<file path="src/csg_defines.vh">
// Constants for the special-gate counter channel: register map, mode fields, command bits.
// Assumes inclusion by csg_counter.v, csg_mode_dec.v and csg_edge_det.v.
`ifndef CSG_DEFINES_VH
`define CSG_DEFINES_VH

// ==========================================
// Register byte offsets
`define CSG_OFF_MODE 8'h00
`define CSG_OFF_LOAD 8'h04
`define CSG_OFF_HOLD 8'h08
`define CSG_OFF_COUNT 8'h0c
`define CSG_OFF_CMD 8'h10
`define CSG_OFF_STATUS 8'h14

// ==========================================
// Mode register fields
`define CSG_GATE_HI 15
`define CSG_GATE_LO 13
`define CSG_SRC_FALL_BIT 12
`define CSG_SPECIAL_BIT 7
`define CSG_RELOAD_BIT 6
`define CSG_REPEAT_BIT 5
`define CSG_MODE_RST 16'h0080

// ==========================================
// Gate control codes
`define CSG_GC_NONE 3'h0
`define CSG_GC_LVL_HI 3'h4
`define CSG_GC_LVL_LO 3'h5
`define CSG_GC_EDGE_RISE 3'h6
`define CSG_GC_EDGE_FALL 3'h7

// ==========================================
// Command register bits
`define CSG_CMD_ARM 0
`define CSG_CMD_DISARM 1
`define CSG_CMD_LOAD 2

// ==========================================
// Status register bits
`define CSG_ST_ARMED 0
`define CSG_ST_TC 1
`define CSG_ST_RUN 2
`define CSG_ST_RSVD 3

`endif

</file>
<file path="src/csg_counter.v">
// One counter channel of a multi-channel timer, upper (special-gate) half of the mode map.
// Assumes an APB master on pclk; source and gate inputs synchronous to pclk.
`timescale 1ns/1ps
`include "csg_defines.vh"

// Function
// - Mode comes from gate field, special-gate, reload-source and repetition bits.
// - Repetition clear: counter disarms at sequence end; software re-arms each time.
// - Repetition set: counter stays armed through terminal counts; edge-gated modes then wait for the next gate edge.
// - Modes N, O, Q, R: gate edge captures count to Hold, then reloads Load.
// - Mode X: gate edge captures count to Hold, counting continues undisturbed.
// - Modes S, V: terminal count reloads Load if gate low, Hold if high.
// - Edge-gated modes start on gate edge and stop at next terminal count.
// - Count advances only on the active-going source transition.
// - Gate starts and captures respond only to the active-going gate transition; level gating and S/V reload select follow the gate level.
// - In terminal count the next source edge always counts; stops follow it.
module csg_counter #(
	parameter WIDTH = 16
) (
	input wire pclk,
	input wire presetn,
	input wire psel,
	input wire penable,
	input wire pwrite,
	input wire [7:0] paddr,
	input wire [31:0] pwdata,
	output reg [31:0] prdata,
	output wire pready,
	output wire pslverr,
	input wire src_in,
	input wire gate_in,
	output reg tc_out,
	output reg armed_out
);

	// ==========================================
	// Declarations
	reg [15:0] mode_q;
	reg [WIDTH-1:0] load_q;
	reg [WIDTH-1:0] hold_q;
	reg [WIDTH-1:0] count_q;
	reg [WIDTH-1:0] count_d;
	reg [WIDTH-1:0] hold_d;
	reg armed_q;
	reg armed_d;
	reg tc_q;
	reg tc_d;
	reg run_q;
	reg run_d;
	reg mapped;
	reg [31:0] rd_mux;
	reg [WIDTH-1:0] reload_val;
	reg count_ok;
	reg two_tc_q;
	reg two_tc_d;

	wire wr_en;
	wire rd_setup;
	wire cmd_wr;
	wire reserved;
	wire repeat_en;
	wire level_gate;
	wire edge_start;
	wire retrig;
	wire capture_only;
	wire gate_reload;
	wire gate_low;
	wire src_low;
	wire src_edge;
	wire gate_act;
	wire gate_edge;
	wire gate_trig;
	wire mode_wr;
	wire load_wr;
	wire hold_wr;
	wire arm_cmd;
	wire disarm_cmd;
	wire load_cmd;
	wire gate_cap;
	wire two_tc_mode;

	// Unit step of the down counter
	localparam [WIDTH-1:0] CNT_ONE = {{(WIDTH-1){1'b0}}, 1'b1};

	// ==========================================
	// Submodules
	csg_mode_dec u_dec (
		.mode(mode_q),
		.reserved(reserved),
		.repeat_en(repeat_en),
		.level_gate(level_gate),
		.edge_start(edge_start),
		.retrig(retrig),
		.capture_only(capture_only),
		.gate_reload(gate_reload),
		.gate_low(gate_low),
		.src_low(src_low)
	);

	csg_edge_det u_src (
		.pclk(pclk),
		.presetn(presetn),
		.sig_in(src_in),
		.active_low(src_low),
		.active(),
		.edge_pulse(src_edge)
	);

	csg_edge_det u_gate (
		.pclk(pclk),
		.presetn(presetn),
		.sig_in(gate_in),
		.active_low(gate_low),
		.active(gate_act),
		.edge_pulse(gate_edge)
	);

	// ==========================================
	// APB decode
	assign pready = 1'b1;
	assign wr_en = psel & penable & pwrite;
	assign rd_setup = psel & ~penable;
	assign cmd_wr = wr_en && (paddr == `CSG_OFF_CMD);
	assign pslverr = psel & penable & ~mapped;

	always @* begin
		mapped = 1'b1;
		rd_mux = 32'h0000_0000;
		case (paddr)
			`CSG_OFF_MODE: rd_mux[15:0] = mode_q;
			`CSG_OFF_LOAD: rd_mux[WIDTH-1:0] = load_q;
			`CSG_OFF_HOLD: rd_mux[WIDTH-1:0] = hold_q;
			`CSG_OFF_COUNT: rd_mux[WIDTH-1:0] = count_q;
			`CSG_OFF_CMD: rd_mux = 32'h0000_0000;
			`CSG_OFF_STATUS: begin
				rd_mux[`CSG_ST_ARMED] = armed_q;
				rd_mux[`CSG_ST_TC] = tc_q;
				rd_mux[`CSG_ST_RUN] = run_q;
				rd_mux[`CSG_ST_RSVD] = reserved;
			end
			default: mapped = 1'b0;
		endcase
	end

	always @(posedge pclk or negedge presetn) begin
		if (!presetn) begin
			prdata <= 32'h0000_0000;
		end else if (rd_setup) begin
			prdata <= rd_mux;
		end
	end

	// ==========================================
	// Software registers
	always @(posedge pclk or negedge presetn) begin
		if (!presetn) begin
			mode_q <= `CSG_MODE_RST;
			load_q <= {WIDTH{1'b0}};
		end else if (wr_en) begin
			if (mode_wr) begin
				mode_q <= pwdata[15:0];
			end
			if (load_wr) begin
				load_q <= pwdata[WIDTH-1:0];
			end
		end
	end

	// ==========================================
	// Counting control
	// Gate edges only count as triggers while armed
	assign gate_trig = gate_edge & armed_q;

	// ==========================================
	// Command and capture strobes
	assign mode_wr = wr_en && (paddr == `CSG_OFF_MODE);
	assign load_wr = wr_en && (paddr == `CSG_OFF_LOAD);
	assign hold_wr = wr_en && (paddr == `CSG_OFF_HOLD);

	// A command write may set several bits; arm wins over disarm
	assign arm_cmd = cmd_wr & pwdata[`CSG_CMD_ARM];
	assign disarm_cmd = cmd_wr & pwdata[`CSG_CMD_DISARM];
	assign load_cmd = cmd_wr & pwdata[`CSG_CMD_LOAD];
	// A gate edge in terminal count or in a reserved mode captures nothing
	assign gate_cap = gate_trig && !reserved && !tc_q && (retrig || capture_only);
	// Gate-selected reload without repetition runs two terminal counts before disarming
	assign two_tc_mode = gate_reload && !repeat_en;

	always @* begin
		// Reload source on leaving terminal count
		if (gate_reload && gate_act) begin
			reload_val = hold_q;
		end else begin
			reload_val = load_q;
		end
		// Qualification of a source edge outside terminal count
		count_ok = armed_q && !reserved;
		if (level_gate && !gate_act) begin
			count_ok = 1'b0;
		end
		if (edge_start && !run_q) begin
			count_ok = 1'b0;
		end
	end

	// ==========================================
	// Next state
	always @* begin
		count_d = count_q;
		hold_d = hold_q;
		armed_d = armed_q;
		tc_d = tc_q;
		run_d = run_q;
		two_tc_d = two_tc_q;
		if (src_edge && tc_q) begin
			// Terminal count always takes the edge, stop and disarm follow
			count_d = reload_val;
			tc_d = 1'b0;
			if (two_tc_mode && !two_tc_q) begin
				// First of the two terminal counts keeps the arm
				two_tc_d = 1'b1;
			end else if (!repeat_en) begin
				armed_d = 1'b0;
				two_tc_d = 1'b0;
			end
			if (edge_start) begin
				run_d = 1'b0;
			end
		end else if (src_edge && count_ok) begin
			// Repetition keeps the arm through every terminal count
			if (count_q == CNT_ONE) begin
				count_d = {WIDTH{1'b0}};
				tc_d = 1'b1;
			end else begin
				count_d = count_q - CNT_ONE;
			end
		end
		// Gate trigger: start, retrigger or capture
		if (gate_trig && !reserved && !tc_q) begin
			if (edge_start) begin
				run_d = 1'b1;
			end
			if (retrig) begin
				hold_d = count_q;
				count_d = load_q;
				tc_d = 1'b0;
			end else if (capture_only) begin
				hold_d = count_q;
			end
		end
		// Commands act last so that they override the events above
		if (mode_wr) begin
			two_tc_d = 1'b0;
		end
		if (load_cmd) begin
			count_d = load_q;
			tc_d = 1'b0;
		end
		if (disarm_cmd) begin
			armed_d = 1'b0;
			run_d = 1'b0;
			two_tc_d = 1'b0;
		end
		if (arm_cmd) begin
			armed_d = 1'b1;
			two_tc_d = 1'b0;
		end
		// Software write to Hold yields to a gate capture in the same cycle
		if (hold_wr && !gate_cap) begin
			hold_d = pwdata[WIDTH-1:0];
		end
	end

	// ==========================================
	// State registers
	always @(posedge pclk or negedge presetn) begin
		if (!presetn) begin
			count_q <= {WIDTH{1'b0}};
			hold_q <= {WIDTH{1'b0}};
			armed_q <= 1'b0;
			tc_q <= 1'b0;
			run_q <= 1'b0;
			two_tc_q <= 1'b0;
			tc_out <= 1'b0;
			armed_out <= 1'b0;
		end else begin
			count_q <= count_d;
			hold_q <= hold_d;
			armed_q <= armed_d;
			tc_q <= tc_d;
			run_q <= run_d;
			two_tc_q <= two_tc_d;
			// Outputs are registered copies of the next state
			tc_out <= tc_d;
			armed_out <= armed_d;
		end
	end

endmodule

</file>
<file path="src/csg_edge_det.v">
// Active-going edge and active level of one input with selectable polarity.
// Assumes the input is synchronous to pclk.
`timescale 1ns/1ps
`include "csg_defines.vh"

module csg_edge_det (
	input wire pclk,
	input wire presetn,
	input wire sig_in,
	input wire active_low,
	output wire active,
	output wire edge_pulse
);

	reg prev_q;

	assign active = sig_in ^ active_low;
	assign edge_pulse = active & ~(prev_q ^ active_low);

	always @(posedge pclk or negedge presetn) begin
		if (!presetn) begin
			prev_q <= 1'b0;
		end else begin
			prev_q <= sig_in;
		end
	end

endmodule

</file>
<file path="src/csg_mode_dec.v">
// Decodes the mode bits into the behaviour controls of the counter channel.
// Assumes the mode word is held stable in a register.
`timescale 1ns/1ps
`include "csg_defines.vh"

module csg_mode_dec (
	input wire [15:0] mode,
	output reg reserved,
	output reg repeat_en,
	output reg level_gate,
	output reg edge_start,
	output reg retrig,
	output reg capture_only,
	output reg gate_reload,
	output reg gate_low,
	output reg src_low
);

	reg [2:0] gc;
	reg special;
	reg reload_src;
	reg has_level;
	reg has_edge;

	// ==========================================
	// Mode decode
	always @* begin
		gc = mode[`CSG_GATE_HI:`CSG_GATE_LO];
		special = mode[`CSG_SPECIAL_BIT];
		reload_src = mode[`CSG_RELOAD_BIT];
		repeat_en = mode[`CSG_REPEAT_BIT];
		src_low = mode[`CSG_SRC_FALL_BIT];
		// Unlisted nonzero codes act as active-high level gating
		has_edge = (gc == `CSG_GC_EDGE_RISE) || (gc == `CSG_GC_EDGE_FALL);
		has_level = (gc != `CSG_GC_NONE) && !has_edge;
		gate_low = (gc == `CSG_GC_LVL_LO) || (gc == `CSG_GC_EDGE_FALL);
		level_gate = has_level;
		edge_start = has_edge;
		retrig = special && !reload_src && (gc != `CSG_GC_NONE);
		capture_only = special && reload_src && repeat_en && has_edge;
		gate_reload = special && reload_src && (gc == `CSG_GC_NONE);
		// Codes M, P, T, U and W
		reserved = special && ((gc == `CSG_GC_NONE && !reload_src) || (reload_src && has_level)
			|| (reload_src && !repeat_en && has_edge));
	end

endmodule

</file>
<file path="config.mk">
export PLATFORM = sky130hd
export DESIGN_NAME = csg_counter
export DESIGN_NICKNAME = d
export VERILOG_FILES = /design/src/csg_counter.v /design/src/csg_edge_det.v /design/src/csg_mode_dec.v
export VERILOG_INCLUDE_DIRS = /design/src
export SDC_FILE = /design/constraint.sdc
export NUM_CORES = 1
export LEC_CHECK = 0
export BUFFER_PORTS_ARGS = -buffer_cell sky130_fd_sc_hd__buf_2
export CORE_MARGIN = 2
export CORE_UTILIZATION = 51
export DETAILED_ROUTE_END_ITERATION = 12
export GPL_ROUTABILITY_DRIVEN = 1
export PLACE_DENSITY = 0.86
export SLEW_MARGIN = 20
export SYNTH_ARGS = -nofsm -noshare
export SYNTH_HDL_FRONTEND = slang
export SYNTH_SLANG_ARGS = --single-unit
</file>
<file path="constraint.sdc">
create_clock -name pclk -period 2.2 [get_ports pclk]
set_input_delay 0.44 -clock pclk [delete_from_list [all_inputs] [get_ports pclk]]
set_output_delay 0.44 -clock pclk [all_outputs]
set_load 0.05 [all_outputs]
</file>
==> flow_summary.yaml, run 1 <==
run:
  max_cap_viol_count: 0
critical_path:
  crit_path_end: "count_q[6]"
  startpoint_type: "register"
  reg2reg_depth: 6
  reg2reg_from: "count_q[9]"
  r2r_slack_ps: 70
  path_cells: "or4_4 > nor4_4 > nand2_2 > a211o_1 > a32oi_1 > o21ai_0"
  crit_start: "count_q[9]"
  cp.required_ps: 2430
  end_kind: "register"
  path_max_fanout: 4
  crit_arrival_ps: 2360
  r2r-end: "count_q[6]"
  slowest_stage: "or4_4"
  max_stage_delay_ps: 580
  crit_type: "reg2reg"
drt:
  antenna_left: 0
  routed_wl_um: 12700
  avgRoutedWirePerCell_um: 19.9
  drc: 0
  firstDrtPassIters: 6
  drt-initial-drc-count: 617
  dr_total_vias: 4098
  via_per_inst: 6.40
die:
  die_w_um: 101
  coreArea_um2: 9200
  ios: 83
  die_h_um: 101
  dieArea_um2: 10200
  rows: 35
  start_util: 0.523
run_status:
  status: "complete, no violations"
synth:
  synthArstFlopShare: 1.00
  synthesis.area_um2: 4810
  yosysMostFrequentCell: "dfrtp_1"
  yosys.area_share.simple: 0.155
  synth_xor_area_frac: 0.0164
  synthTopCellsByCount: "dfrtp_1 (85), nand2_1 (47), o21ai_0 (23)"
  synth_adder_area_share: 0.00521
  ys_seq_area_frac: 0.448
  synth.area.top_cells: "dfrtp_1 (44%), mux2_2 (5.2%), nand2_1 (3.7%)"
  synth_top_family_by_area: "compound AO/OA/AOI/OAI gates"
  synth_area_leader_cell: "dfrtp_1"
  synth_warnings: 0
  synth_cell_types: 64
  synth_cells: 461
  synth_top_area_share: 0.442
  synth_compound_area_frac: 0.181
  synth_edf_count: 0
  syn_avg_cell_area_um2: 10.4
  synth-main-ff-cell: "dfrtp_1"
  ys_seq_elements: 86
  synth_mux_area_frac: 0.118
power_and_ir_drop:
  ir_worst_vdd_v: 0.000558
  pwr_density_cell_nw_per_um2: 789
  p_leak_uw: 0.00259
global_route:
  grt_max_degree: 49
  grt_pass1_vias: 4094
  grt_pass1_wl_um: 20600
  antenna_found_initial: 0
  track_usage: 0.258
  overflow: 0
place:
  dpl_cell_area_um2: 5290
  io_buffers: 49
  gp_congestion: 0.938
  hpwl_um: 8710
  place_ws_ps: -92.3
timing:
  finalSetupTns_ps: 0
  finClkSkew_ps: 17.3
  final-setup-viol-count: 0
  worst_slew_pin_slew_ps: 518
  hold_viol_final: 0
  fin_crit_ps: 2130
  maxSlewHeadroom: 0.655
  setup_ws_ps: 67.8
  fmax_mhz: 469
  post-route-period-util: 0.969
  maxSlewViolCount: 0
clock_tree:
  clkSinkCount: 86
  cts_htree_levels: 3
  clock_path_buffers: 2
  clk_latency_ps: 370
  root_buffer: "clkbuf_8"
  cts.reportedPaths.clkPinSlew_ps: 100
  cts_tree: "done"
  numCtsBuffers: 9
finish:
  syn2layout_area_growth_pct: 15.2
  antenna_cells: 0
  layout.nets: 573
  fillers: 672
  drive_gt1_frac: 0.304
  design_area_um2: 5540
min_path:
  hp-class: "in2async"
-- flip-flops by register name, summed over array words and instances, names as in the netlist --
register       count
tc_q               1
run_q              1
count_q           16
two_tc_q           1
load_q            16
mode_q            16
u_gate.prev_q      1
armed_q            1
u_src.prev_q       1
prdata            16
hold_q            16
-- area by class of cell --
type | count | area [um^2] | area share
multi-input cells | 329 | 2420 | 0.438
well taps | 111 | 139 | 0.0251
clock inverters | 6 | 45.0 | 0.00814
inverters | 12 | 45.0 | 0.00814
flip-flops and latches | 86 | 2160 | 0.389
clock buffers | 10 | 128 | 0.0231
repair buffers | 86 | 601 | 0.108
-- stage by stage --
step,power (uW),instances,hold WS (ps),util
2_1_floorplan,2770,476,144,-
3_3_place_gp,3160,622,434,0.575
3_5_place_dp,3230,622,443,0.575
4_1_cts,4260,638,49.0,0.595
5_1_grt,4550,640,70.8,0.602
6_report,4370,640,33.8,0.602
-- power by group --
part | switching [uW] | internal (uW)
sequential | 198 | 1740
clock | 612 | 419
combinational | 855 | 548
total | 1660 | 2700
-- cell families (layout without fill, tap and decap cells) --
family | Yosys count | in the layout
mux | 49 | 49
simple gates | 127 | 127
buf+inv | 61 | 114
other cells | 2 | 17
xor+xnor | 9 | 9
flops | 86 | 86
fa+ha+maj | 2 | 2
compound gates | 125 | 125
-- layout by cell type (no fill, tap or decap), drive strengths merged, types with 12 or more instances in the layout --
master | Yosys | final
a21o | 12 | 12
a21oi | 16 | 16
a222oi | 12 | 12
a22oi | 13 | 13
buf | 34 | 86
conb | 2 | 17
dfrtp | 85 | 85
inv | 12 | 14
mux2 | 32 | 32
mux2i | 17 | 17
nand2 | 47 | 47
nor3 | 13 | 13
o21ai | 38 | 38
-- repair_timing --
item,4_1_cts,5_1_grt
hold buffers,0,0
hold endpoints to repair,0,0
endpoints found under the setup margin,9,30
buffers inserted,0,2
resized for setup,3,10
pin swaps,0,9
-- worst min path at each step --
stage | from | end | slack (ps) | cells after the start
floorplan | presetn | armed_q | 140 | 0
global placement | presetn | mode_q[1] | 430 | 1
detailed placement | presetn | mode_q[1] | 440 | 1
CTS | presetn | mode_q[5] | 50 | 1
global route | presetn | prdata[0] | 70 | 1
finish | presetn | load_q[2] | 30 | 1
-- routing by layer --
layer,share of wire,up-vias,GRT usage,wire length [um]
li1,-,1787,-,-
met1,0.39,1983,0.347,4980
met5,0,-,0,0
met4,0.036,0,0.123,463
met2,0.48,276,0.411,6110
met3,0.092,52,0.0409,1160
-- critical path: cells and delay by family, from the launching register on --
family | cells | cell delay [ps]
and+or+nand+nor | 3 | 1090
AOI/OAI and AO/OA | 3 | 520
DFF | 1 | 390
Power figures use the tool's default switching activity.
==> run 2, diff against run 1 <==
PLACE_DENSITY = 0.76   (was 0.86)
==> run 2 against run 1 <==
- worst hold slack better by 180 ps
- clock power is 13% higher
- final cell count is 0.63% higher
- clock skew is 0.60 ps higher
- fmax is 0.90% lower
- first-iteration DRC count is 37% lower
- count of clock-buffer cells in the layout stayed put
- sequential share of layout area is 0.38 points lower
- sequential power hardly changed
- die area stayed put
- global-route usage is 0.57 points lower
- sequential cell count stayed put
- critical path type unchanged
==> flow_summary.yaml, run 2 (synthesized netlist as in run 1, its figures left out) <==
run_status:
  status: "complete, no violations"
clock_tree:
  clock_path_buffers: 2
  cts_htree_levels: 3
  root_buffer: "clkbuf_8"
  cts_tree: "done"
  cts.reportedPaths.clkPinSlew_ps: 90
  numCtsBuffers: 9
  clkSinkCount: 86
  clk_latency_ps: 360
power_and_ir_drop:
  pwr_density_cell_nw_per_um2: 791
  p_leak_uw: 0.00260
  ir_worst_vdd_v: 0.000450
critical_path:
  r2r-end: "count_q[4]"
  reg2reg_from: "mode_q[13]"
  path_max_fanout: 5
  crit_type: "reg2reg"
  crit_arrival_ps: 2400
  cp.required_ps: 2450
  reg2reg_depth: 7
  startpoint_type: "register"
  end_kind: "register"
  r2r_slack_ps: 50
finish:
  final_common_cell: "dfrtp_1"
  most-common-layout-cells: "dfrtp_1 (84), buf_2 (48), nand2_1 (46)"
  drive_gt1_frac: 0.306
  design_area_um2: 5590
  antenna_cells: 0
  utilization: 0.608
  syn2layout_area_growth_pct: 16.2
  layout.nets: 577
  fillers: 747
drt:
  via_per_inst: 6.12
  antenna_left: 0
  avgRoutedWirePerCell_um: 18.9
  routed_wl_um: 12100
  firstDrtPassIters: 6
  drc: 0
  drt-initial-drc-count: 386
  dr_total_vias: 3941
timing:
  hold_viol_final: 0
  grt_setup_unrepaired: "yes"
  finalSetupTns_ps: 0
  final-setup-viol-count: 0
  fin_crit_ps: 2150
  holdWs_ps: 217
  fmax_mhz: 465
  post-route-period-util: 0.978
  finClkSkew_ps: 17.9
  maxSlewViolCount: 0
die:
  die_w_um: 101
  dieArea_um2: 10200
  start_util: 0.523
  rows: 35
  ios: 83
  coreArea_um2: 9200
  die_h_um: 101
min_path:
  worstHoldStart: "src_in"
  hp-class: "in2reg"
  min_to: "u_src.prev_q"
  min_delay_path_depth: 1
global_route:
  track_usage: 0.253
  grt_max_degree: 40
  antenna_found_initial: 0
  grt_pass1_vias: 3903
  overflow: 0
  grt_pass1_wl_um: 19900
place:
  dpl_cell_area_um2: 5340
  io_buffers: 49
  hpwl_um: 8670
  gp_congestion: 0.938
run:
  max_cap_viol_count: 0
## run 2: changes by cell type in the layout (fill, tap and decap cells not counted), moves of 2 or more
cell      previous run  this run
nor3_4               3         1
buf_4               32        34
clkinv_4             0         2
nor3_2               0         4
nor3_1              10         8
## run 2: critical path: stages (launching register included)
cell and delay [ps]:
dfrtp_1 470, buf_4 190, nand2_1 60, a32oi_1 80, or4_1 540, and3_1 250
buf_4 170, a311oi_1 280
## run 2: worst max-delay path by stage
| stage | start | end | slack (ps) |
|---|---|---|---|
| after floorplan | paddr[0] | load_q[10] | -30 |
| after global placement | paddr[0] | prdata[6] | -60 |
| after CTS | mode_q[14] | count_q[4] | 20 |
| final | mode_q[13] | count_q[4] | 50 |
| after global routing | mode_q[15] | count_q[4] | -30 |
| after detailed placement | paddr[0] | load_q[6] | -120 |
## run 2: metrics by stage
stage | setup WS (ps) | instances | total power, uW
final | 48.5 | 644 | 4420
after global routing | -26.1 | 644 | 4630
after CTS | 16.2 | 644 | 4390
after detailed placement | -123 | 627 | 3230
after global placement | -58.7 | 627 | 3200
after floorplan | -29.9 | 476 | 2770
## run 2: layout make-up
| cell class | instances | area (um^2) | area share |
|---|---|---|---|
| Clock buffer | 10 | 138 | 0.0246 |
| Timing Repair Buffer | 90 | 646 | 0.116 |
| Tap cell | 111 | 139 | 0.0249 |
| Sequential cell | 86 | 2150 | 0.386 |
| Inverter | 12 | 45.0 | 0.00806 |
| Multi-Input combinational cell | 329 | 2400 | 0.429 |
| Clock inverter | 6 | 68.8 | 0.0123 |
## run 2: layer usage
metal	global-route usage	vias up	share of wire	routed length [um]
met5	0	-	0	0
met4	0.0832	0	0.016	199
met3	0.0347	20	0.060	724
met2	0.402	160	0.48	5780
met1	0.358	1964	0.45	5440
li1	-	1797	-	-
## run 2: what timing repair did
action,4_1_cts,5_1_grt
setup endpoints to repair,1,16
gates resized for setup,2,6
hold endpoints to repair,21,0
pin swaps,0,3
buffers inserted,0,0
hold buffers,1,0
## run 2: where the power goes
part | internal, uW | switching (uW) | leakage [uW] | total (uW)
combinational | 529 | 802 | 0.00132 | 1330
clock | 562 | 601 | 0.000103 | 1160
sequential | 1740 | 191 | 0.00117 | 1930
